===== src/verilog/pmlc_pkg.sv =====
// Constants, types and field layout shared by both ends of the configuration link.
package pmlc_pkg;
    // ****************************************
    // Command codes and block lengths
    // ****************************************
    localparam logic [7:0] CMD_COMP = 8'hb1;
    localparam logic [7:0] CMD_LDO = 8'hb5;
    localparam logic [7:0] CMD_STATUS_BYTE = 8'h78;
    localparam logic [7:0] CMD_STATUS_CML = 8'h7e;
    localparam logic [7:0] CMD_CLEAR = 8'h03;
    localparam logic [7:0] LEN_COMP = 8'h05;
    localparam logic [7:0] LEN_ONE = 8'h01;
    localparam logic [7:0] LEN_NONE = 8'h00;
    localparam int COMP_BYTES = 5;

    // ****************************************
    // Compensation field positions
    // ****************************************
    localparam int CI_HI_MSB = 25;
    localparam int CI_HI_LSB = 24;
    localparam int CI_LO_MSB = 39;
    localparam int CI_LO_LSB = 38;
    localparam int CF_MSB = 37;
    localparam int CF_LSB = 33;
    localparam int CI_MULT_BIT = 32;
    localparam int CR_MSB = 31;
    localparam int CR_LSB = 26;
    localparam int VI_LO_MSB = 23;
    localparam int VI_LO_LSB = 22;
    localparam int VF_MSB = 21;
    localparam int VF_LSB = 17;
    localparam int VR_MSB = 15;
    localparam int VR_LSB = 10;
    localparam int VI_HI_MSB = 9;
    localparam int VI_HI_LSB = 8;
    localparam int VG_MSB = 5;
    localparam int VG_LSB = 4;
    localparam int CG_MSB = 1;
    localparam int CG_LSB = 0;

    // ****************************************
    // Regulator field, status bits, reset values
    // ****************************************
    localparam int LDO_MSB = 7;
    localparam int LDO_LSB = 4;
    localparam logic [3:0] LDO_CODE_MIN = 4'h3;
    localparam logic [3:0] LDO_CODE_MAX = 4'ha;
    localparam logic [3:0] LDO_RSVD_VAL = 4'h0;
    localparam int CML_IVC_BIT = 7;
    localparam int CML_IVD_BIT = 6;
    localparam int SB_CML_BIT = 1;
    localparam logic [39:0] COMP_RST = 40'h0;
    localparam logic [7:0] LDO_RST = 8'h00;
    localparam logic [7:0] CML_RST = 8'h00;

    // ****************************************
    // Timing
    // ****************************************
    localparam int CLK_PERIOD_NS = 40;
    localparam int LDO_ACTION_MAX_NS = 1000000;
    localparam int LDO_ACTION_MAX_CYC = LDO_ACTION_MAX_NS / CLK_PERIOD_NS;

    typedef enum logic [4:0] {
        DS_IDLE = 5'b00001,
        DS_WCNT = 5'b00010,
        DS_WDATA = 5'b00100,
        DS_RSEND = 5'b01000,
        DS_FIN = 5'b10000
    } pmlc_dstate_t;

    typedef enum logic [3:0] {
        HS_IDLE = 4'b0001,
        HS_CNT = 4'b0010,
        HS_DATA = 4'b0100,
        HS_WAIT = 4'b1000
    } pmlc_hstate_t;
endpackage


===== src/verilog/pmlc_link_if.sv =====
// Byte-level block transaction link between the host end and the device end.
`timescale 1ns/1ns
`default_nettype none
interface pmlc_link_if;
    logic start;
    logic wr;
    logic [7:0] cmd;
    logic hvalid;
    logic [7:0] hbyte;
    logic dvalid;
    logic [7:0] dbyte;
    logic done;
    logic nak;
    logic alert;
    modport dev (
        input start, wr, cmd, hvalid, hbyte,
        output dvalid, dbyte, done, nak, alert
    );
    modport host (
        output start, wr, cmd, hvalid, hbyte,
        input dvalid, dbyte, done, nak, alert
    );
endinterface
`default_nettype wire


===== src/verilog/pmlc_dev.sv =====
// Device end: compensation and regulator configuration registers with status.
`timescale 1ns/1ns
`default_nettype none
module pmlc_dev
    import pmlc_pkg::*;
(
    // Clock and reset
    input wire logic clk_sys,
    input wire logic arst_n,
    // Link to host
    pmlc_link_if.dev link,
    // Power stage pins and power-on sources
    input wire logic conv_en_pin,
    input wire logic restore_pin,
    input wire logic pin_detect_sel,
    input wire logic [39:0] nvm_comp,
    input wire logic [39:0] pin_comp,
    input wire logic [7:0] nvm_ldo,
    // Applied settings to the control loop and regulator, and the pending flag
    output logic [3:0] cur_integ_cap_sel,
    output logic [4:0] cur_filter_cap_sel,
    output logic cur_integ_cap_mult,
    output logic [5:0] cur_gain_res_sel,
    output logic [3:0] volt_integ_cap_sel,
    output logic [4:0] volt_filter_cap_sel,
    output logic [5:0] volt_gain_res_sel,
    output logic [1:0] volt_transcond_sel,
    output logic [1:0] cur_transcond_sel,
    output logic [3:0] ldo_voltage_sel,
    output logic comp_pending
);
    // ****************************************
    // Pin synchronisers
    // ****************************************
    logic [1:0] conv_sync;
    logic [1:0] rest_sync;
    logic rest_prev;

    always_ff @(posedge clk_sys or negedge arst_n) begin
        if (!arst_n) begin
            conv_sync <= 2'h0;
            rest_sync <= 2'h0;
            rest_prev <= 1'b0;
        end else begin
            conv_sync <= {conv_sync[0], conv_en_pin};
            rest_sync <= {rest_sync[0], restore_pin};
            rest_prev <= rest_sync[1];
        end
    end

    // ****************************************
    // Transaction engine and registers
    // ****************************************
    pmlc_dstate_t state, next_state;
    logic [7:0] cmd_q, next_cmd_q;
    logic wr_q, next_wr_q;
    logic [7:0] cnt, next_cnt;
    logic [7:0] idx, next_idx;
    logic [COMP_BYTES-1:0][7:0] buf_q, next_buf_q;
    logic [39:0] comp, next_comp;
    logic [39:0] shadow, next_shadow;
    logic [7:0] ldo, next_ldo;
    logic [7:0] cml, next_cml;
    logic loaded, next_loaded;
    logic pend, next_pend;
    logic dvalid, next_dvalid;
    logic [7:0] dbyte, next_dbyte;
    logic done, next_done;
    logic nak, next_nak;
    logic alert, next_alert;

    always_comb begin
        logic [7:0] set_m;
        logic [7:0] clr_m;
        logic [7:0] sbyte;
        set_m = 8'h00;
        clr_m = 8'h00;
        sbyte = 8'h00;
        sbyte[SB_CML_BIT] = |cml;
        next_state = state;
        next_cmd_q = cmd_q;
        next_wr_q = wr_q;
        next_cnt = cnt;
        next_idx = idx;
        next_buf_q = buf_q;
        next_comp = comp;
        next_shadow = shadow;
        next_ldo = ldo;
        next_loaded = loaded;
        next_dvalid = 1'b0;
        next_dbyte = 8'h00;
        next_done = 1'b0;
        next_nak = 1'b0;
        if (!loaded) begin
            // Power-on values are taken on the first edge after reset release.
            next_loaded = 1'b1;
            next_comp = pin_detect_sel ? pin_comp : nvm_comp;
            next_ldo = {nvm_ldo[LDO_MSB:LDO_LSB], LDO_RSVD_VAL};
        end
        // The loop copy follows storage only when idle or on a restore.
        if (loaded && (!conv_sync[1] || (rest_sync[1] && !rest_prev))) begin
            next_shadow = comp;
        end
        unique case (state)
            DS_IDLE: begin
                if (link.start) begin
                    next_cmd_q = link.cmd;
                    next_wr_q = link.wr;
                    next_idx = 8'h00;
                    next_buf_q = '0;
                    if (link.wr) begin
                        next_state = DS_WCNT;
                    end else begin
                        next_state = DS_RSEND;
                        unique case (link.cmd)
                            CMD_COMP: begin
                                next_cnt = LEN_COMP;
                                next_buf_q = comp;
                            end
                            CMD_LDO: begin
                                next_cnt = LEN_ONE;
                                next_buf_q[0] = ldo;
                            end
                            CMD_STATUS_BYTE: begin
                                next_cnt = LEN_ONE;
                                next_buf_q[0] = sbyte;
                            end
                            CMD_STATUS_CML: begin
                                next_cnt = LEN_ONE;
                                next_buf_q[0] = cml;
                            end
                            default: begin
                                next_state = DS_IDLE;
                                set_m[CML_IVC_BIT] = 1'b1;
                                next_done = 1'b1;
                                next_nak = 1'b1;
                            end
                        endcase
                    end
                end
            end
            DS_WCNT: begin
                if (link.hvalid) begin
                    next_cnt = link.hbyte;
                    next_state = (link.hbyte == LEN_NONE) ? DS_FIN : DS_WDATA;
                end
            end
            DS_WDATA: begin
                if (link.hvalid) begin
                    // Bytes beyond the longest register are counted but dropped.
                    if (idx < 8'(COMP_BYTES)) begin
                        next_buf_q[idx[2:0]] = link.hbyte;
                    end
                    next_idx = idx + 8'h01;
                    if (idx + 8'h01 == cnt) begin
                        next_state = DS_FIN;
                    end
                end
            end
            DS_RSEND: begin
                next_dvalid = 1'b1;
                next_dbyte = (idx == 8'h00) ? cnt : buf_q[3'(idx - 8'h01)];
                next_idx = idx + 8'h01;
                if (idx == cnt) begin
                    next_state = DS_FIN;
                end
            end
            DS_FIN: begin
                next_state = DS_IDLE;
                next_done = 1'b1;
                if (wr_q) begin
                    unique case (cmd_q)
                        CMD_COMP: begin
                            if (cnt == LEN_COMP) begin
                                next_comp = buf_q;
                            end else begin
                                set_m[CML_IVD_BIT] = 1'b1;
                            end
                        end
                        CMD_LDO: begin
                            if (cnt == LEN_ONE && buf_q[0][LDO_MSB:LDO_LSB] >= LDO_CODE_MIN
                                && buf_q[0][LDO_MSB:LDO_LSB] <= LDO_CODE_MAX) begin
                                next_ldo = {buf_q[0][LDO_MSB:LDO_LSB], LDO_RSVD_VAL};
                            end else begin
                                set_m[CML_IVD_BIT] = 1'b1;
                            end
                        end
                        CMD_CLEAR: begin
                            if (cnt == LEN_NONE) begin
                                clr_m = 8'hff;
                            end else begin
                                set_m[CML_IVD_BIT] = 1'b1;
                            end
                        end
                        default: begin
                            set_m[CML_IVC_BIT] = 1'b1;
                        end
                    endcase
                    next_nak = |set_m;
                end
            end
        endcase
        // A fault raised in the cycle of a clear survives it.
        next_cml = (cml & ~clr_m) | set_m;
        next_alert = |next_cml;
        next_pend = next_comp != next_shadow;
    end

    always_ff @(posedge clk_sys or negedge arst_n) begin
        if (!arst_n) begin
            state <= DS_IDLE;
            cmd_q <= 8'h00;
            wr_q <= 1'b0;
            cnt <= 8'h00;
            idx <= 8'h00;
            buf_q <= '0;
            comp <= COMP_RST;
            shadow <= COMP_RST;
            ldo <= LDO_RST;
            cml <= CML_RST;
            loaded <= 1'b0;
            pend <= 1'b0;
            dvalid <= 1'b0;
            dbyte <= 8'h00;
            done <= 1'b0;
            nak <= 1'b0;
            alert <= 1'b0;
        end else begin
            state <= next_state;
            cmd_q <= next_cmd_q;
            wr_q <= next_wr_q;
            cnt <= next_cnt;
            idx <= next_idx;
            buf_q <= next_buf_q;
            comp <= next_comp;
            shadow <= next_shadow;
            ldo <= next_ldo;
            cml <= next_cml;
            loaded <= next_loaded;
            pend <= next_pend;
            dvalid <= next_dvalid;
            dbyte <= next_dbyte;
            done <= next_done;
            nak <= next_nak;
            alert <= next_alert;
        end
    end

    // ****************************************
    // Outputs, all taken from flops
    // ****************************************
    assign link.dvalid = dvalid;
    assign link.dbyte = dbyte;
    assign link.done = done;
    assign link.nak = nak;
    assign link.alert = alert;
    assign cur_integ_cap_sel = {shadow[CI_HI_MSB:CI_HI_LSB], shadow[CI_LO_MSB:CI_LO_LSB]};
    assign cur_integ_cap_mult = shadow[CI_MULT_BIT];
    assign cur_filter_cap_sel = shadow[CF_MSB:CF_LSB];
    assign cur_gain_res_sel = shadow[CR_MSB:CR_LSB];
    assign volt_integ_cap_sel = {shadow[VI_HI_MSB:VI_HI_LSB], shadow[VI_LO_MSB:VI_LO_LSB]};
    assign volt_filter_cap_sel = shadow[VF_MSB:VF_LSB];
    assign volt_gain_res_sel = shadow[VR_MSB:VR_LSB];
    assign volt_transcond_sel = shadow[VG_MSB:VG_LSB];
    assign cur_transcond_sel = shadow[CG_MSB:CG_LSB];
    assign ldo_voltage_sel = ldo[LDO_MSB:LDO_LSB];
    assign comp_pending = pend;
endmodule // pmlc_dev
`default_nettype wire


===== src/flat_wrapper.sv =====
// flat-port wrapper written by rule: the top's interface ports become plain ports
module pmlc_dev_flat import pmlc_pkg::*;
  (clk_sys, arst_n, conv_en_pin, restore_pin, pin_detect_sel, nvm_comp, pin_comp, nvm_ldo, cur_integ_cap_sel, cur_filter_cap_sel, cur_integ_cap_mult, cur_gain_res_sel, volt_integ_cap_sel, volt_filter_cap_sel, volt_gain_res_sel, volt_transcond_sel, cur_transcond_sel, ldo_voltage_sel, comp_pending, link_start, link_wr, link_cmd, link_hvalid, link_hbyte, link_dvalid, link_dbyte, link_done, link_nak, link_alert);
  pmlc_link_if link_i ();
  input wire logic clk_sys;
  input wire logic arst_n;
  input wire logic conv_en_pin;
  input wire logic restore_pin;
  input wire logic pin_detect_sel;
  input wire logic [39:0] nvm_comp;
  input wire logic [39:0] pin_comp;
  input wire logic [7:0] nvm_ldo;
  output logic [3:0] cur_integ_cap_sel;
  output logic [4:0] cur_filter_cap_sel;
  output logic cur_integ_cap_mult;
  output logic [5:0] cur_gain_res_sel;
  output logic [3:0] volt_integ_cap_sel;
  output logic [4:0] volt_filter_cap_sel;
  output logic [5:0] volt_gain_res_sel;
  output logic [1:0] volt_transcond_sel;
  output logic [1:0] cur_transcond_sel;
  output logic [3:0] ldo_voltage_sel;
  output logic comp_pending;
  input wire logic [$bits(link_i.start)-1:0] link_start;
  input wire logic [$bits(link_i.wr)-1:0] link_wr;
  input wire logic [$bits(link_i.cmd)-1:0] link_cmd;
  input wire logic [$bits(link_i.hvalid)-1:0] link_hvalid;
  input wire logic [$bits(link_i.hbyte)-1:0] link_hbyte;
  output wire logic [$bits(link_i.dvalid)-1:0] link_dvalid;
  output wire logic [$bits(link_i.dbyte)-1:0] link_dbyte;
  output wire logic [$bits(link_i.done)-1:0] link_done;
  output wire logic [$bits(link_i.nak)-1:0] link_nak;
  output wire logic [$bits(link_i.alert)-1:0] link_alert;
  assign link_i.start = link_start;
  assign link_i.wr = link_wr;
  assign link_i.cmd = link_cmd;
  assign link_i.hvalid = link_hvalid;
  assign link_i.hbyte = link_hbyte;
  assign link_dvalid = link_i.dvalid;
  assign link_dbyte = link_i.dbyte;
  assign link_done = link_i.done;
  assign link_nak = link_i.nak;
  assign link_alert = link_i.alert;
  pmlc_dev u_core (.clk_sys(clk_sys), .arst_n(arst_n), .link(link_i), .conv_en_pin(conv_en_pin), .restore_pin(restore_pin), .pin_detect_sel(pin_detect_sel), .nvm_comp(nvm_comp), .pin_comp(pin_comp), .nvm_ldo(nvm_ldo), .cur_integ_cap_sel(cur_integ_cap_sel), .cur_filter_cap_sel(cur_filter_cap_sel), .cur_integ_cap_mult(cur_integ_cap_mult), .cur_gain_res_sel(cur_gain_res_sel), .volt_integ_cap_sel(volt_integ_cap_sel), .volt_filter_cap_sel(volt_filter_cap_sel), .volt_gain_res_sel(volt_gain_res_sel), .volt_transcond_sel(volt_transcond_sel), .cur_transcond_sel(cur_transcond_sel), .ldo_voltage_sel(ldo_voltage_sel), .comp_pending(comp_pending));
endmodule

===== config.mk =====
export PLATFORM = sky130hd
export DESIGN_NAME = pmlc_dev_flat
export DESIGN_NICKNAME = d
export VERILOG_FILES = /design/src/verilog/pmlc_pkg.sv /design/src/verilog/pmlc_link_if.sv /design/src/verilog/pmlc_dev.sv /design/src/flat_wrapper.sv
export SDC_FILE = /design/constraint.sdc
export NUM_CORES = 1
export LEC_CHECK = 0
export ABC_AREA = 1
export BUFFER_PORTS_ARGS = -buffer_cell sky130_fd_sc_hd__buf_2
export CAP_MARGIN = 25
export CORE_MARGIN = 2
export CORE_UTILIZATION = 40
export DETAILED_ROUTE_END_ITERATION = 12
export HOLD_SLACK_MARGIN = 0.05
export PLACE_DENSITY_LB_ADDON = 0.12
export REMOVE_ABC_BUFFERS = 1
export SYNTH_ARGS = -nofsm -noshare
export SYNTH_HDL_FRONTEND = slang
export SYNTH_SLANG_ARGS = --single-unit

===== constraint.sdc =====
create_clock -name clk_sys -period 1.9 [get_ports clk_sys]
set_input_delay 0.38 -clock clk_sys [delete_from_list [all_inputs] [get_ports clk_sys]]
set_output_delay 0.38 -clock clk_sys [all_outputs]
set_load 0.01 [all_outputs]

# Yosys cells after proc, flatten, opt, wreduce, memory -nomap -nowiden
# Index checks and enable logic that the tools add are counted.
# classes
add_sub_neg	2
mul	0
div_mod_pow	0
order_cmp	6
n_eq_ne	25
n_shift	0
mux	66
bitwise	3
n_reduce_logical	25
# ops
op	n
40-bit 2-to-1 mux	11
8-bit 2-to-1 mux	18
40-bit case mux with 2 select lines	1
40-bit bitwise mux	1
40-bit != test	1
5-bit 2-to-1 mux	7
8-bit equality test, second input constant	4
32-bit 2-to-1 mux	1
8-bit case mux with 2 select lines	2
8-bit case mux with 4 select lines	1
5-bit case mux with 5 select lines	1
8-bit binary-select mux with 3-bit select	1
8-bit demux with 3-bit select	1
8-bit zero test	3
8-bit case mux with 3 select lines	1
8-bit by 7-bit equality test with 1-bit output, second input constant	2
8-bit equality test	2
8-bit OR reduction	2
1-bit 2-to-1 mux	14
5-bit AND reduction	2
8-bit by 1-bit adder with 8-bit output, second input constant	1
8-bit bitwise AND	1
8-bit by 1-bit equality test with 1-bit output, second input constant	1
8-bit by 2-bit equality test with 1-bit output, second input constant	1
32 further kinds	47
# totals
register_bits	185
latchBits	0
ramBits	0
mem_bits_ro	0
input_bits	112
out_inout_bits	52
word_cells	151
n_memories	0

# Longest topological paths before layout
# Gate-level depths: netlist (run 1).
# depth
word_depth	11
mapped_depth	17
depth_no_buf	15

# Least setup slack after synthesis (run 1)
# Ideal clock, no wire load.
# synth_timing
kind	register to register
from	register u_core.idx[0]
to	register u_core.dbyte[4], in the netlist u_core.link.dbyte[4]
setup_time_ns	0.078
arrival_time_ns	1.963
t_required_ns	1.822
slack_ns	-0.141
path_stages_with_launch	10
n_path_buf	2
synth_period_minus_slack_ns	2.041
path_cell_list	dfrtp_1 -> inv_1 -> clkbuf_1 -> ha_1 -> buf_2 -> clkinv_1 -> a21oi_1 -> o21ai_0 -> a311o_1 -> a21oi_1
# synth_via
elab_chain_cells	5
word_cells_on_any_way	6
classes_between	add/sub: 1; mux: 4; reduce/logical: 1
# synth_rtl
item	line	rtl
start: declaration	pmlc_dev.sv:58	logic [7:0] idx, next_idx;
start signal: assignment	pmlc_dev.sv:233	idx <= next_idx;
3-bit by 1-bit subtractor with 3-bit output	pmlc_dev.sv:162	next_dbyte = (idx == 8'h00) ? cnt : buf_q[3'(idx - 8'h01)];
8-bit binary-select mux with 3-bit select	pmlc_dev.sv:162	
8-bit 2-to-1 mux (implied by the code)	pmlc_dev.sv:162	
8-bit 2-to-1 mux (*)	pmlc_dev.sv:162	
8-bit 2-to-1 mux (*)	pmlc_dev.sv:104	unique case (state)
via u_core.next_dbyte[4]	pmlc_dev.sv:67	logic [7:0] dbyte, next_dbyte;
end signal: assignment	pmlc_dev.sv:242	dbyte <= next_dbyte;
end: declaration	pmlc_dev.sv:67	
# The timed path passes the listed nets; every way through them passes the cells marked *. The select of a mux whose other input is x is not followed.
# A chain may end at the register's enable or synchronous reset.

# Final worst setup path (run 1)
# layout_timing
from	register u_core.cmd_q[2]
to	register u_core.pend, in the netlist u_core.comp_pending
# layout_via
elab_chain_cells	5
# layout_rtl
item	line	rtl
start: declaration	pmlc_dev.sv:55	logic [7:0] cmd_q, next_cmd_q;
start signal: assignment	pmlc_dev.sv:230	cmd_q <= next_cmd_q;
8-bit equality test	pmlc_dev.sv:172	unique case (cmd_q)
40-bit 2-to-1 mux	pmlc_dev.sv:172	
40-bit 2-to-1 mux	pmlc_dev.sv:171	if (wr_q) begin
40-bit 2-to-1 mux	pmlc_dev.sv:104	
via u_core.next_comp[13]	pmlc_dev.sv:60	logic [39:0] comp, next_comp;
40-bit != test	pmlc_dev.sv:206	next_pend = next_comp != next_shadow;
via u_core.next_pend	pmlc_dev.sv:65	logic pend, next_pend;
end signal: assignment	pmlc_dev.sv:240	pend <= next_pend;
end: declaration	pmlc_dev.sv:65	
# The timed path passes the listed nets, and every way through them passes these cells.

==> results.sh, run 1 <==
export IMPL_globalRouteOverflowTotal=0
export IMPL_syn_cell_area_um2=10810
export IMPL_layout_cells_most_common="nand2_1"
export IMPL_critPathArrivalTime_ns=2.47
export IMPL_layout_filler_cells=2540
export IMPL_met2_usage=0.3874
export IMPL_hp_class="in2reg"
export IMPL_placedCellCount=2101
export IMPL_final_max_slew_violation_count=0
export IMPL_num_nets_final=1943
export IMPL_timing_critical_path_fanout_max=8
export IMPL_slowest_stage="dfrtp_1"
export IMPL_timing_clock_skew_ns=0.01808
export IMPL_clock_h_tree_levels=4
export IMPL_grtUsageTotal=0.2444
export IMPL_grt_util_met3=0.03691
export IMPL_cts_max_path_buffers=2
export IMPL_insertedDiodeCount=0
export IMPL_edff_count_synth=0
export IMPL_fp_dieH_um=168.4
export IMPL_ctsRootBufferMaster="clkbuf_16"
export IMPL_use_met1=0.3552
export IMPL_grt_setup_unrepaired="yes"
export IMPL_pre_cts_ws_ns=-0.3365
export IMPL_part_of_the_yosys_area_used_for_sequential_elements=0.4284
export IMPL_via_per_inst=5.043
export IMPL_dominantRegCellSynth="dfrtp_1"
export IMPL_cap_viol_max_count=0
export IMPL_timing_final_setup_violations=43
export IMPL_final_antenna_net_count=0
export IMPL_cts_clk_slew_worst_paths_ns=0.08
export IMPL_critical_path_top_cell_by_count="nand2_1"
export IMPL_worstSetupStartpointType="flip-flop"
export IMPL_setup_total_negative_slack_ns=-2.104
export IMPL_numCtsBuffers=17
export IMPL_run_status="finished, violations left"
export IMPL_first_pass_iters=5
export IMPL_critPathMaxStageDelay_ns=0.41
export IMPL_global_route_peak_usage_layer="met2"
export IMPL_final_core_utilization=0.5629
export IMPL_vias=11000
export IMPL_row_count=60
export IMPL_dieWidth_um=168.4
export IMPL_mostFrequentLayoutCells="nand2_1 (414), inv_1 (200), buf_4 (196)"
export IMPL_area_overhead_vs_synth_pct=39.18
export IMPL_crit_required_ns=2.21
export IMPL_final_min_clock_period_ns=2.151
export IMPL_io_buffers=159
export IMPL_pin_count=164
export IMPL_instances_no_fill=2182
export IMPL_finalWeightedCongestion=0.9046
export IMPL_synth_lib_cells_used_distinct=52
export IMPL_final_hold_viol_count=0
export IMPL_total_power_mw=15.82
export IMPL_grt_first_pass_wirelength_um=54170
export IMPL_max_freq_mhz=464.8
export IMPL_timing_setup_critical_path_class="reg2reg"
export IMPL_worst_slack_ns=-0.2513
export IMPL_layout_worst_path_cycle_share=1.132
export IMPL_drive_above_1_share=0.3194
export IMPL_drtIter0Drc=950
export IMPL_clock_sinks=185
export IMPL_clk_insertion_delay_late_ns=0.44
export IMPL_wl_per_cell_um=16.08
export IMPL_path_cells="inv_2 > nand2_1 > nor2_2 > nand2_4 > nor2_8 > buf_12 > buf_12 > nand3_4 > nand2_2 > nand2_1 > nand2_1 > nand2_1 > nor2_1 > nand2_1 > nor2_1 > buf_4 > nand3_1"
export IMPL_first_global_vias=10210
export IMPL_worst_setup_path_end_kind="flip-flop"
export IMPL_synth_async_sr_flop_share=1.000
export IMPL_fp_dieArea_um2=28350
export IMPL_synth_avg_cell_area_um2=7.250
export IMPL_pwr_density_cell_nw_per_um2=1052
export IMPL_grt_max_degree=60
export IMPL_hpwlAfterDp_um=25640
export IMPL_core_um2=26730
export IMPL_worstPathBufferInverterCount=4
export IMPL_routed_wirelength_um=35090
export IMPL_start_util=0.4044
export IMPL_postSynthCellCount=1491
export IMPL_power_leakage_nw=7.701
export IMPL_cts_tree="built"
export IMPL_post_route_drc_count=0
export IMPL_synth_ff_latch_count=185
export IMPL_ir_drop_mv=0.6281
export IMPL_critPathTopFamily="simple AND/OR/NAND/NOR gates"
export IMPL_failed_checks="negative setup slack"
export IMPL_ys_warn_count=0
export IMPL_grt_antenna_before_repair=0
## Yosys cell counts (2+ instances only)
cell       count  area, um2
nand2_1      436       1637
inv_1        213      799.5
dfrtp_1      184       4604
o21ai_0      117      585.6
nand3_1      116      580.6
nor2_1        80      300.3
a21oi_1       50      250.2
buf_4         40      300.3
clkbuf_1      26      97.59
a31oi_1       23      143.9
buf_2         21      105.1
a22oi_1       17      127.6
o21ai_1       15      75.07
o22ai_1       15      93.84
nor3_1        11      55.05
xnor2_1       10      87.58
nand4_1        9      56.30
nor4_1         9      56.30
mux2i_1        8      80.08
xor2_1         8      70.07
buf_6          6      67.56
a211oi_1       5      37.54
a311o_1        5      50.05
nand2_2        5      31.28
o21a_1         5      37.54
o21ai_2        5      43.79
a2bb2oi_1      4      35.03
nor2_2         4      25.02
o211ai_1       4      30.03
or2_2          4      25.02
buf_1          3      11.26
ha_1           3      37.54
inv_2          3      11.26
nor3_2         3      30.03
o221ai_1       3      26.28
a41oi_1        2      17.52
clkinv_1       2      7.510
nand3_2        2      20.02
nor2_4         2      22.52
## kinds of logic after synthesis
kind of cell             synth area share
AND/OR/NAND/NOR                    0.2690
buffers and inverters              0.1305
AO/OA/AOI/OAI                      0.1453
flip-flops                         0.4284
XOR/XNOR                          0.01458
multiplexers                     0.008450
adder cells (fa/ha/maj)          0.003473
other                           0.0003469
## layout make-up
type	instances	area, um2	area share
Clock buffer	19	442.9	0.02944
Clock inverter	13	137.6	0.009148
Inverter	219	844.6	0.05614
Multi-Input combinational cell	993	5398	0.3588
Sequential cell	185	4633	0.3080
Tap cell	341	426.7	0.02836
Timing Repair Buffer	411	3156	0.2097
Timing Repair inverter	1	6.256	0.0004158
## registers in the layout, indices dropped and copies added, names as in the netlist
| name | cells |
|---|---|
| u_core.buf_q | 40 |
| u_core.comp | 40 |
| u_core.shadow | 40 |
| u_core.cmd_q | 8 |
| u_core.cml | 8 |
| u_core.cnt | 8 |
| u_core.idx | 8 |
| u_core.ldo | 8 |
| u_core.link.dbyte | 8 |
| u_core.state | 5 |
| u_core.conv_sync | 2 |
| u_core.rest_sync | 2 |
| u_core.comp_pending | 1 |
| u_core.link.alert | 1 |
| u_core.link.done | 1 |
| u_core.link.dvalid | 1 |
| u_core.link.nak | 1 |
| u_core.loaded | 1 |
| u_core.rest_prev | 1 |
| u_core.wr_q | 1 |
## final timing paths
check | start | endpoint | slack, ns | cells after the start
setup / recovery | u_core.cmd_q[2] | u_core.comp_pending | -0.25 | 17
hold / removal | link_cmd[5] | u_core.cmd_q[5] | 0.24 | 4
setup reg to reg | u_core.cmd_q[2] | u_core.comp_pending | -0.25 | 17
hold reg to reg | u_core.conv_sync[0] | u_core.conv_sync[1] | 0.36 | 0
max in group asynchronous | arst_n | u_core.state[0] | 0.85 | 3
min in group asynchronous | arst_n | u_core.link.dvalid | 0.42 | 2
## routing by layer
layer | wire, um | vias up | share of wire
li1 | - | 5447 | -
met2 | 16000 | 295 | 0.46
met3 | 1726 | 29 | 0.049
met5 | 0 | - | 0
met1 | 16920 | 5233 | 0.48
met4 | 454 | 0 | 0.013
## per-stage QoR
stage | cell area (um2) | hold slack [ns]
after floorplan | 10220 | 0.08441
after global placement | 13250 | 0.3161
after detailed placement | 13250 | 0.3120
after CTS | 14360 | 0.2355
after global routing | 15040 | 0.2570
final | 15040 | 0.2421
## worst register-to-register path, cell delays in order, from the launching register on
cell	delay (ns)
dfrtp_1	0.41
inv_2	0.07
nand2_1	0.06
nor2_2	0.14
nand2_4	0.10
nor2_8	0.14
buf_12	0.14
buf_12	0.16
nand3_4	0.08
nand2_2	0.07
nand2_1	0.05
nand2_1	0.05
nand2_1	0.05
nor2_1	0.10
nand2_1	0.08
nor2_1	0.11
buf_4	0.13
nand3_1	0.08
## repair_timing
item / CTS / global route
gates cloned: 3 / 3
setup buffers: 25 / 22
endpoints found under the hold margin: 29 / 0
endpoints found under the setup margin: 54 / 75
gates resized for setup: 77 / 124
hold buffers: 3 / 0
pin swaps: 32 / 50
## where the power goes
| group | switching [mW] | internal, mW | total, mW |
|---|---|---|---|
| registers | 0.587 | 4.69 | 5.28 |
| clock network | 1.69 | 1.89 | 3.58 |
| logic | 3.89 | 3.07 | 6.97 |
No activity file was read; power rests on OpenSTA's default activity.
==> run 2, diff against run 1 <==
==> constraint.sdc (replaced) <==
create_clock -name clk_sys -period 1.9 [get_ports clk_sys]
set_input_delay 0.285 -clock clk_sys [delete_from_list [all_inputs] [get_ports clk_sys]]
set_output_delay 0.285 -clock clk_sys [all_outputs]
set_load 0.01 [all_outputs]
==> run 2 against run 1 <==
  * The run still ends with negative setup slack left
  * Die area unchanged
  * Sequential share of layout area decreased by 0.73 points
  * Combinational power increased by 1%
  * Sequential cell count is the same
  * Wire length rose by 1.1%
  * Core utilization grew 1.3 points
  * Critical path depth is 4 lower
  * First-iteration DRC count decreased by 16%
  * Via count decreased by 0.86%
  * Sequential power barely moved
  * Worst setup slack lost 0.071 ns
  * Total power is 1.5% higher
  * Critical path type unchanged
  * Critical endpoint is now u_core.comp[10]
  * Largest cell class unchanged
==> results.sh, run 2 (synthesis gave the netlist of run 1 again) <==
export IMPL_grt_first_pass_wirelength_um=53920
export IMPL_final_min_clock_period_ns=2.222
export IMPL_pre_cts_ws_ns=-0.4005
export IMPL_globalRouteOverflowTotal=0
export IMPL_start_util=0.4044
export IMPL_critPathTopFamily="buffers and inverters"
export IMPL_grt_setup_unrepaired="yes"
export IMPL_core_um2=26730
export IMPL_worst_setup_path_end_kind="flip-flop"
export IMPL_ir_drop_mv=0.6172
export IMPL_clock_h_tree_levels=4
export IMPL_path_cells="nor2_4 > nand3_2 > nor2_4 > nand3_2 > buf_12 > nand2_1 > nand2_2 > buf_4 > buf_4 > buf_4 > buf_4 > buf_4 > buf_4"
export IMPL_worst_slack_ns=-0.3222
export IMPL_cts_max_path_buffers=2
export IMPL_worstPathBufferInverterCount=7
export IMPL_timing_final_setup_violations=16
export IMPL_ff2ff_path_depth=13
export IMPL_max_freq_mhz=450.0
export IMPL_place_area_um2=13250
export IMPL_layout_cells_most_common="nand2_1"
export IMPL_drtIter0Drc=798
export IMPL_timing_critical_path_fanout_max=18
export IMPL_insertedDiodeCount=0
export IMPL_vias=10910
export IMPL_mostFrequentLayoutCells="nand2_1 (399), buf_4 (203), inv_1 (197)"
export IMPL_stdcell_area_um2=15400
export IMPL_worstHoldPathCells=3
export IMPL_routed_wirelength_um=35480
export IMPL_pin_count=164
export IMPL_run_status="finished, violations left"
export IMPL_row_count=60
export IMPL_drive_above_1_share=0.3459
export IMPL_grtUsageTotal=0.2428
export IMPL_post_route_drc_count=0
export IMPL_num_nets_final=1952
export IMPL_ctsRootBufferMaster="clkbuf_16"
export IMPL_via_per_inst=4.979
export IMPL_hp_class="in2reg"
export IMPL_failed_checks="negative setup slack"
export IMPL_grt_antenna_before_repair=1
export IMPL_timing_setup_critical_path_class="reg2reg"
export IMPL_wl_per_cell_um=16.19
export IMPL_timing_clock_skew_ns=0.01336
export IMPL_cts_tree="built"
export IMPL_area_overhead_vs_synth_pct=42.50
export IMPL_numCtsBuffers=17
export IMPL_critPathMaxStageDelay_ns=0.42
export IMPL_final_hold_viol_count=0
export IMPL_first_global_vias=10210
export IMPL_final_core_utilization=0.5764
export IMPL_setup_total_negative_slack_ns=-1.196
export IMPL_layout_worst_path_cycle_share=1.170
export IMPL_registers_with_the_most_flip_flops="u_core.buf_q (40), u_core.comp (40), u_core.shadow (40)"
export IMPL_worst_path_stages=13
export IMPL_worstSetupStartpointType="flip-flop"
export IMPL_dieWidth_um=168.4
export IMPL_critPathArrivalTime_ns=2.57
export IMPL_clock_sinks=185
export IMPL_clk_insertion_delay_late_ns=0.44
export IMPL_power_leakage_nw=7.820
export IMPL_crit_required_ns=2.25
export IMPL_final_antenna_net_count=0
export IMPL_cap_viol_max_count=0
export IMPL_grt_max_degree=45
export IMPL_fp_dieH_um=168.4
export IMPL_slowest_stage="dfrtp_1"
export IMPL_critical_path_top_cell_by_count="buf_4"
export IMPL_fp_dieArea_um2=28350
export IMPL_cts_clk_slew_worst_paths_ns=0.08
export IMPL_finalWeightedCongestion=0.8722
export IMPL_first_pass_iters=5
export IMPL_pwr_density_cell_nw_per_um2=1043
export IMPL_final_max_slew_violation_count=0
export IMPL_hpwlAfterDp_um=25760
export IMPL_io_buffers=159
==> run 2: report_power, final <==
part           internal, mW  switching (mW)  leakage (nW)  total (mW)
clock                  2.05            1.70         0.286        3.74
sequential             4.69           0.587          2.24        5.28
combinational          3.11            3.93          5.29        7.04
total                  9.85            6.21          7.82        16.1
==> run 2: stage by stage <==
stage          total power [mW]  hold slack, ns  cells
2_1_floorplan             8.314        -0.01059   1394
3_3_place_gp              10.94          0.2736   2094
3_5_place_dp              11.00          0.2712   2094
4_1_cts                   15.16         0.05326   2160
5_1_grt                   17.05         0.06955   2191
6_report                  16.06         0.05826   2191
==> run 2: final timing paths <==
path                                startpoint  slack (ns)                  end
hold / removal                     link_cmd[5]        0.06      u_core.cmd_q[5]
setup / recovery               u_core.state[3]       -0.32      u_core.comp[10]
hold reg to reg            u_core.conv_sync[0]        0.35  u_core.conv_sync[1]
min in group asynchronous               arst_n        0.36      u_core.comp[19]
max in group asynchronous               arst_n        0.80    u_core.shadow[34]
setup reg to reg               u_core.state[3]       -0.32      u_core.comp[10]
==> run 2: area by class of cell <==
| type | count | area, um2 |
|---|---|---|
| Fill cell | 2523 | 11320 |
| Clock inverter | 13 | 153.9 |
| Clock buffer | 19 | 452.9 |
| Sequential cell | 185 | 4632 |
| Tap cell | 341 | 426.7 |
| Timing Repair Buffer | 422 | 3329 |
| Multi-Input combinational cell | 992 | 5554 |
| Inverter | 219 | 854.6 |
==> run 2: layer usage <==
metal,GRT usage,share of wire
met2,0.3865,0.46
met3,0.03855,0.045
met4,0.05697,0.017
met5,0,0
met1,0.3483,0.48
==> run 2: worst register-to-register path: stages, from the launching register on <==
cell and delay, ns:
dfrtp_1 0.42, nor2_4 0.15, nand3_2 0.13, nor2_4 0.15, nand3_2 0.14, buf_12 0.19, nand2_1 0.13, nand2_2 0.09
buf_4 0.13, buf_4 0.12, buf_4 0.13, buf_4 0.12, buf_4 0.12, buf_4 0.12
==> run 2: timing repair <==
action / CTS / global route
setup buffers: 27 / 26
setup endpoints to repair: 47 / 79
pin swaps: 28 / 88
hold endpoints to repair: 40 / 0
gates resized for setup: 61 / 183
gates cloned: 3 / 7
hold buffers: 4 / 0
==> run 3, diff against run 2 <==
- CORE_ASPECT_RATIO: default -> 1.75
- PLACE_DENSITY_LB_ADDON: 0.12 -> 0.2
- RECOVER_POWER: default -> 25
==> run 3 against run 2 <==
  * The flow still finishes with violations (negative setup slack)
  * Combinational power grew 7.7%
  * Wire length grew 6.8%
  * Die area grew 0.18%
  * Cell count shrank 1.1%
  * Design area shrank 0.19%
  * Clock power grew 1%
  * Count of clock-buffer cells in the layout grew 6
  * Critical endpoint is now u_core.buf_q[26]
==> results.sh, run 3 (synthesis gave the netlist of run 1 again) <==
export IMPL_dieWidth_um=128.3
export IMPL_hp_class="in2reg"
export IMPL_fp_dieArea_um2=28410
export IMPL_globalRouteOverflowTotal=0
export IMPL_area_overhead_vs_synth_pct=42.24
export IMPL_run_status="finished, violations left"
export IMPL_final_hold_viol_count=0
export IMPL_clock_sinks=185
export IMPL_core_um2=26590
export IMPL_max_freq_mhz=452.3
export IMPL_final_max_slew_violation_count=0
export IMPL_grt_antenna_before_repair=0
export IMPL_crit_required_ns=2.24
export IMPL_max_slew_margin=0.2130
export IMPL_drtIter0Drc=679
export IMPL_critPathMaxStageDelay_ns=0.41
export IMPL_tightest_slew_ns=1.181
export IMPL_worst_slack_ns=-0.3108
export IMPL_num_nets_final=1944
export IMPL_stdcell_area_um2=15370
export IMPL_timing_final_setup_violations=66
export IMPL_pin_count=164
export IMPL_clock_h_tree_levels=4
export IMPL_grt_first_pass_wirelength_um=58240
export IMPL_timing_setup_critical_path_class="reg2reg"
export IMPL_placedCellCount=2068
export IMPL_layout_worst_path_cycle_share=1.164
export IMPL_routed_wirelength_um=37890
export IMPL_critPathArrivalTime_ns=2.55
export IMPL_slowest_stage="dfrtp_1"
export IMPL_use_met1=0.2888
export IMPL_fp_dieH_um=221.5
export IMPL_power_leakage_nw=7.851
export IMPL_cts_clk_slew_worst_paths_ns=0.07
export IMPL_clk_insertion_delay_late_ns=0.45
export IMPL_insertedDiodeCount=0
export IMPL_mostFrequentLayoutCells="nand2_1 (388), inv_1 (197), dfrtp_1 (184)"
export IMPL_layout_cells_most_common="nand2_1"
export IMPL_worstPathBufferInverterCount=6
export IMPL_global_route_peak_usage_layer="met2"
export IMPL_grt_util_met3=0.04618
export IMPL_finalWeightedCongestion=0.9385
export IMPL_worstSetupStartpointType="flip-flop"
export IMPL_layout_filler_cells=2414
export IMPL_vias=11200
export IMPL_start_util=0.4065
export IMPL_critPathTopFamily="buffers and inverters"
export IMPL_failed_checks="negative setup slack"
export IMPL_final_min_clock_period_ns=2.211
export IMPL_timing_clock_skew_ns=0.009530
export IMPL_row_count=79
export IMPL_via_per_inst=5.170
export IMPL_cts_tree="built"
export IMPL_wl_per_cell_um=17.49
export IMPL_ir_drop_mv=0.8655
export IMPL_setup_total_negative_slack_ns=-10.95
export IMPL_grtUsageTotal=0.2655
export IMPL_first_global_vias=11240
export IMPL_path_cells="nor2_4 > buf_6 > buf_6 > nand2_4 > nor3_4 > nand2_2 > nand2_4 > o21ai_4 > buf_12 > buf_8 > o21ai_4 > inv_2 > buf_4 > o21a_1"
export IMPL_place_area_um2=13050
export IMPL_instances_no_fill=2166
export IMPL_pre_cts_ws_ns=-0.4110
export IMPL_post_route_drc_count=0
export IMPL_first_pass_iters=5
export IMPL_hpwlAfterDp_um=26870
export IMPL_final_antenna_net_count=0
export IMPL_drive_above_1_share=0.3409
export IMPL_met2_usage=0.4710
export IMPL_worst_setup_path_end_kind="flip-flop"
export IMPL_grt_setup_unrepaired="yes"
export IMPL_timing_critical_path_fanout_max=6
export IMPL_pwr_density_cell_nw_per_um2=1085
export IMPL_cap_viol_max_count=0
export IMPL_registers_with_the_most_flip_flops="u_core.buf_q (40), u_core.comp (40), u_core.shadow (40)"
export IMPL_io_buffers=159
export IMPL_ctsRootBufferMaster="clkbuf_16"
export IMPL_grt_max_degree=63
export IMPL_cts_max_path_buffers=2
export IMPL_numCtsBuffers=17
-- run 3: cell types whose count changed in the layout (fill, tap and decap cells not counted), moves of 6 or more --
cell | before | now
buf_4 | 203 | 180
buf_6 | 20 | 33
nand2_1 | 399 | 388
a21oi_1 | 31 | 40
nand2_4 | 5 | 14
a21oi_2 | 17 | 10
inv_6 | 7 | 0
o21ai_0 | 103 | 97
o21ai_2 | 5 | 11
-- run 3: power by group --
part | internal, mW | total (mW) | switching [mW]
combinational | 3.42 | 7.58 | 4.17
clock | 2.21 | 3.78 | 1.57
sequential | 4.69 | 5.32 | 0.630
total | 10.3 | 16.7 | 6.36
-- run 3: path summary, 6_finish.rpt --
| path | startpoint | endpoint | slack (ns) | cells past startpoint |
|---|---|---|---|---|
| worst max-delay path | u_core.state[3] | u_core.buf_q[26] | -0.31 | 14 |
| worst max register to register | u_core.state[3] | u_core.buf_q[26] | -0.31 | 14 |
| worst min-delay path | nvm_ldo[7] | u_core.ldo[7] | 0.14 | 3 |
| max in group asynchronous | arst_n | u_core.conv_sync[1] | 0.15 | 3 |
| worst min register to register | u_core.rest_sync[0] | u_core.rest_sync[1] | 0.35 | 0 |
| min in group asynchronous | arst_n | u_core.shadow[19] | 0.61 | 2 |
-- run 3: routing by layer --
metal / up-vias / part of all wire
met5: - / 0
met4: 0 / 0.058
met3: 121 / 0.043
met2: 347 / 0.52
met1: 5283 / 0.38
li1: 5448 / -
-- run 3: cell type report --
cell class | count | area, um2 | share of cell area
Multi-Input combinational cell | 991 | 5542 | 0.3604
Sequential cell | 185 | 4631 | 0.3012
Timing Repair Buffer | 415 | 3341 | 0.2173
Inverter | 219 | 847.1 | 0.05509
Clock buffer | 25 | 495.5 | 0.03223
Tap cell | 324 | 405.4 | 0.02637
Clock inverter | 7 | 113.9 | 0.007406
-- run 3: repair_timing --
| item | in CTS | in global routing |
|---|---|---|
| cloned | 12 | 2 |
| resized for setup | 136 | 148 |
| buffers inserted | 31 | 29 |
| endpoints found under the setup margin | 59 | 87 |
| hold buffers | 5 | 0 |
| pin swaps | 34 | 60 |
| hold endpoints to repair | 42 | 0 |
-- run 3: stage by stage --
stage | utilization | hold WS, ns | total power, mW
finish | 0.5782 | 0.1384 | 16.68
global route | 0.5782 | 0.1584 | 17.56
CTS | 0.5555 | 0.1084 | 15.80
detailed placement | 0.4909 | 0.2531 | 11.08
global placement | 0.4908 | 0.2489 | 10.99
floorplan | - | -0.01059 | 8.314
-- run 3: tightest hold or removal path, cell delays in order --
cell and delay, ns:
buf_2 0.08, mux2i_1 0.05, mux2i_1 0.12
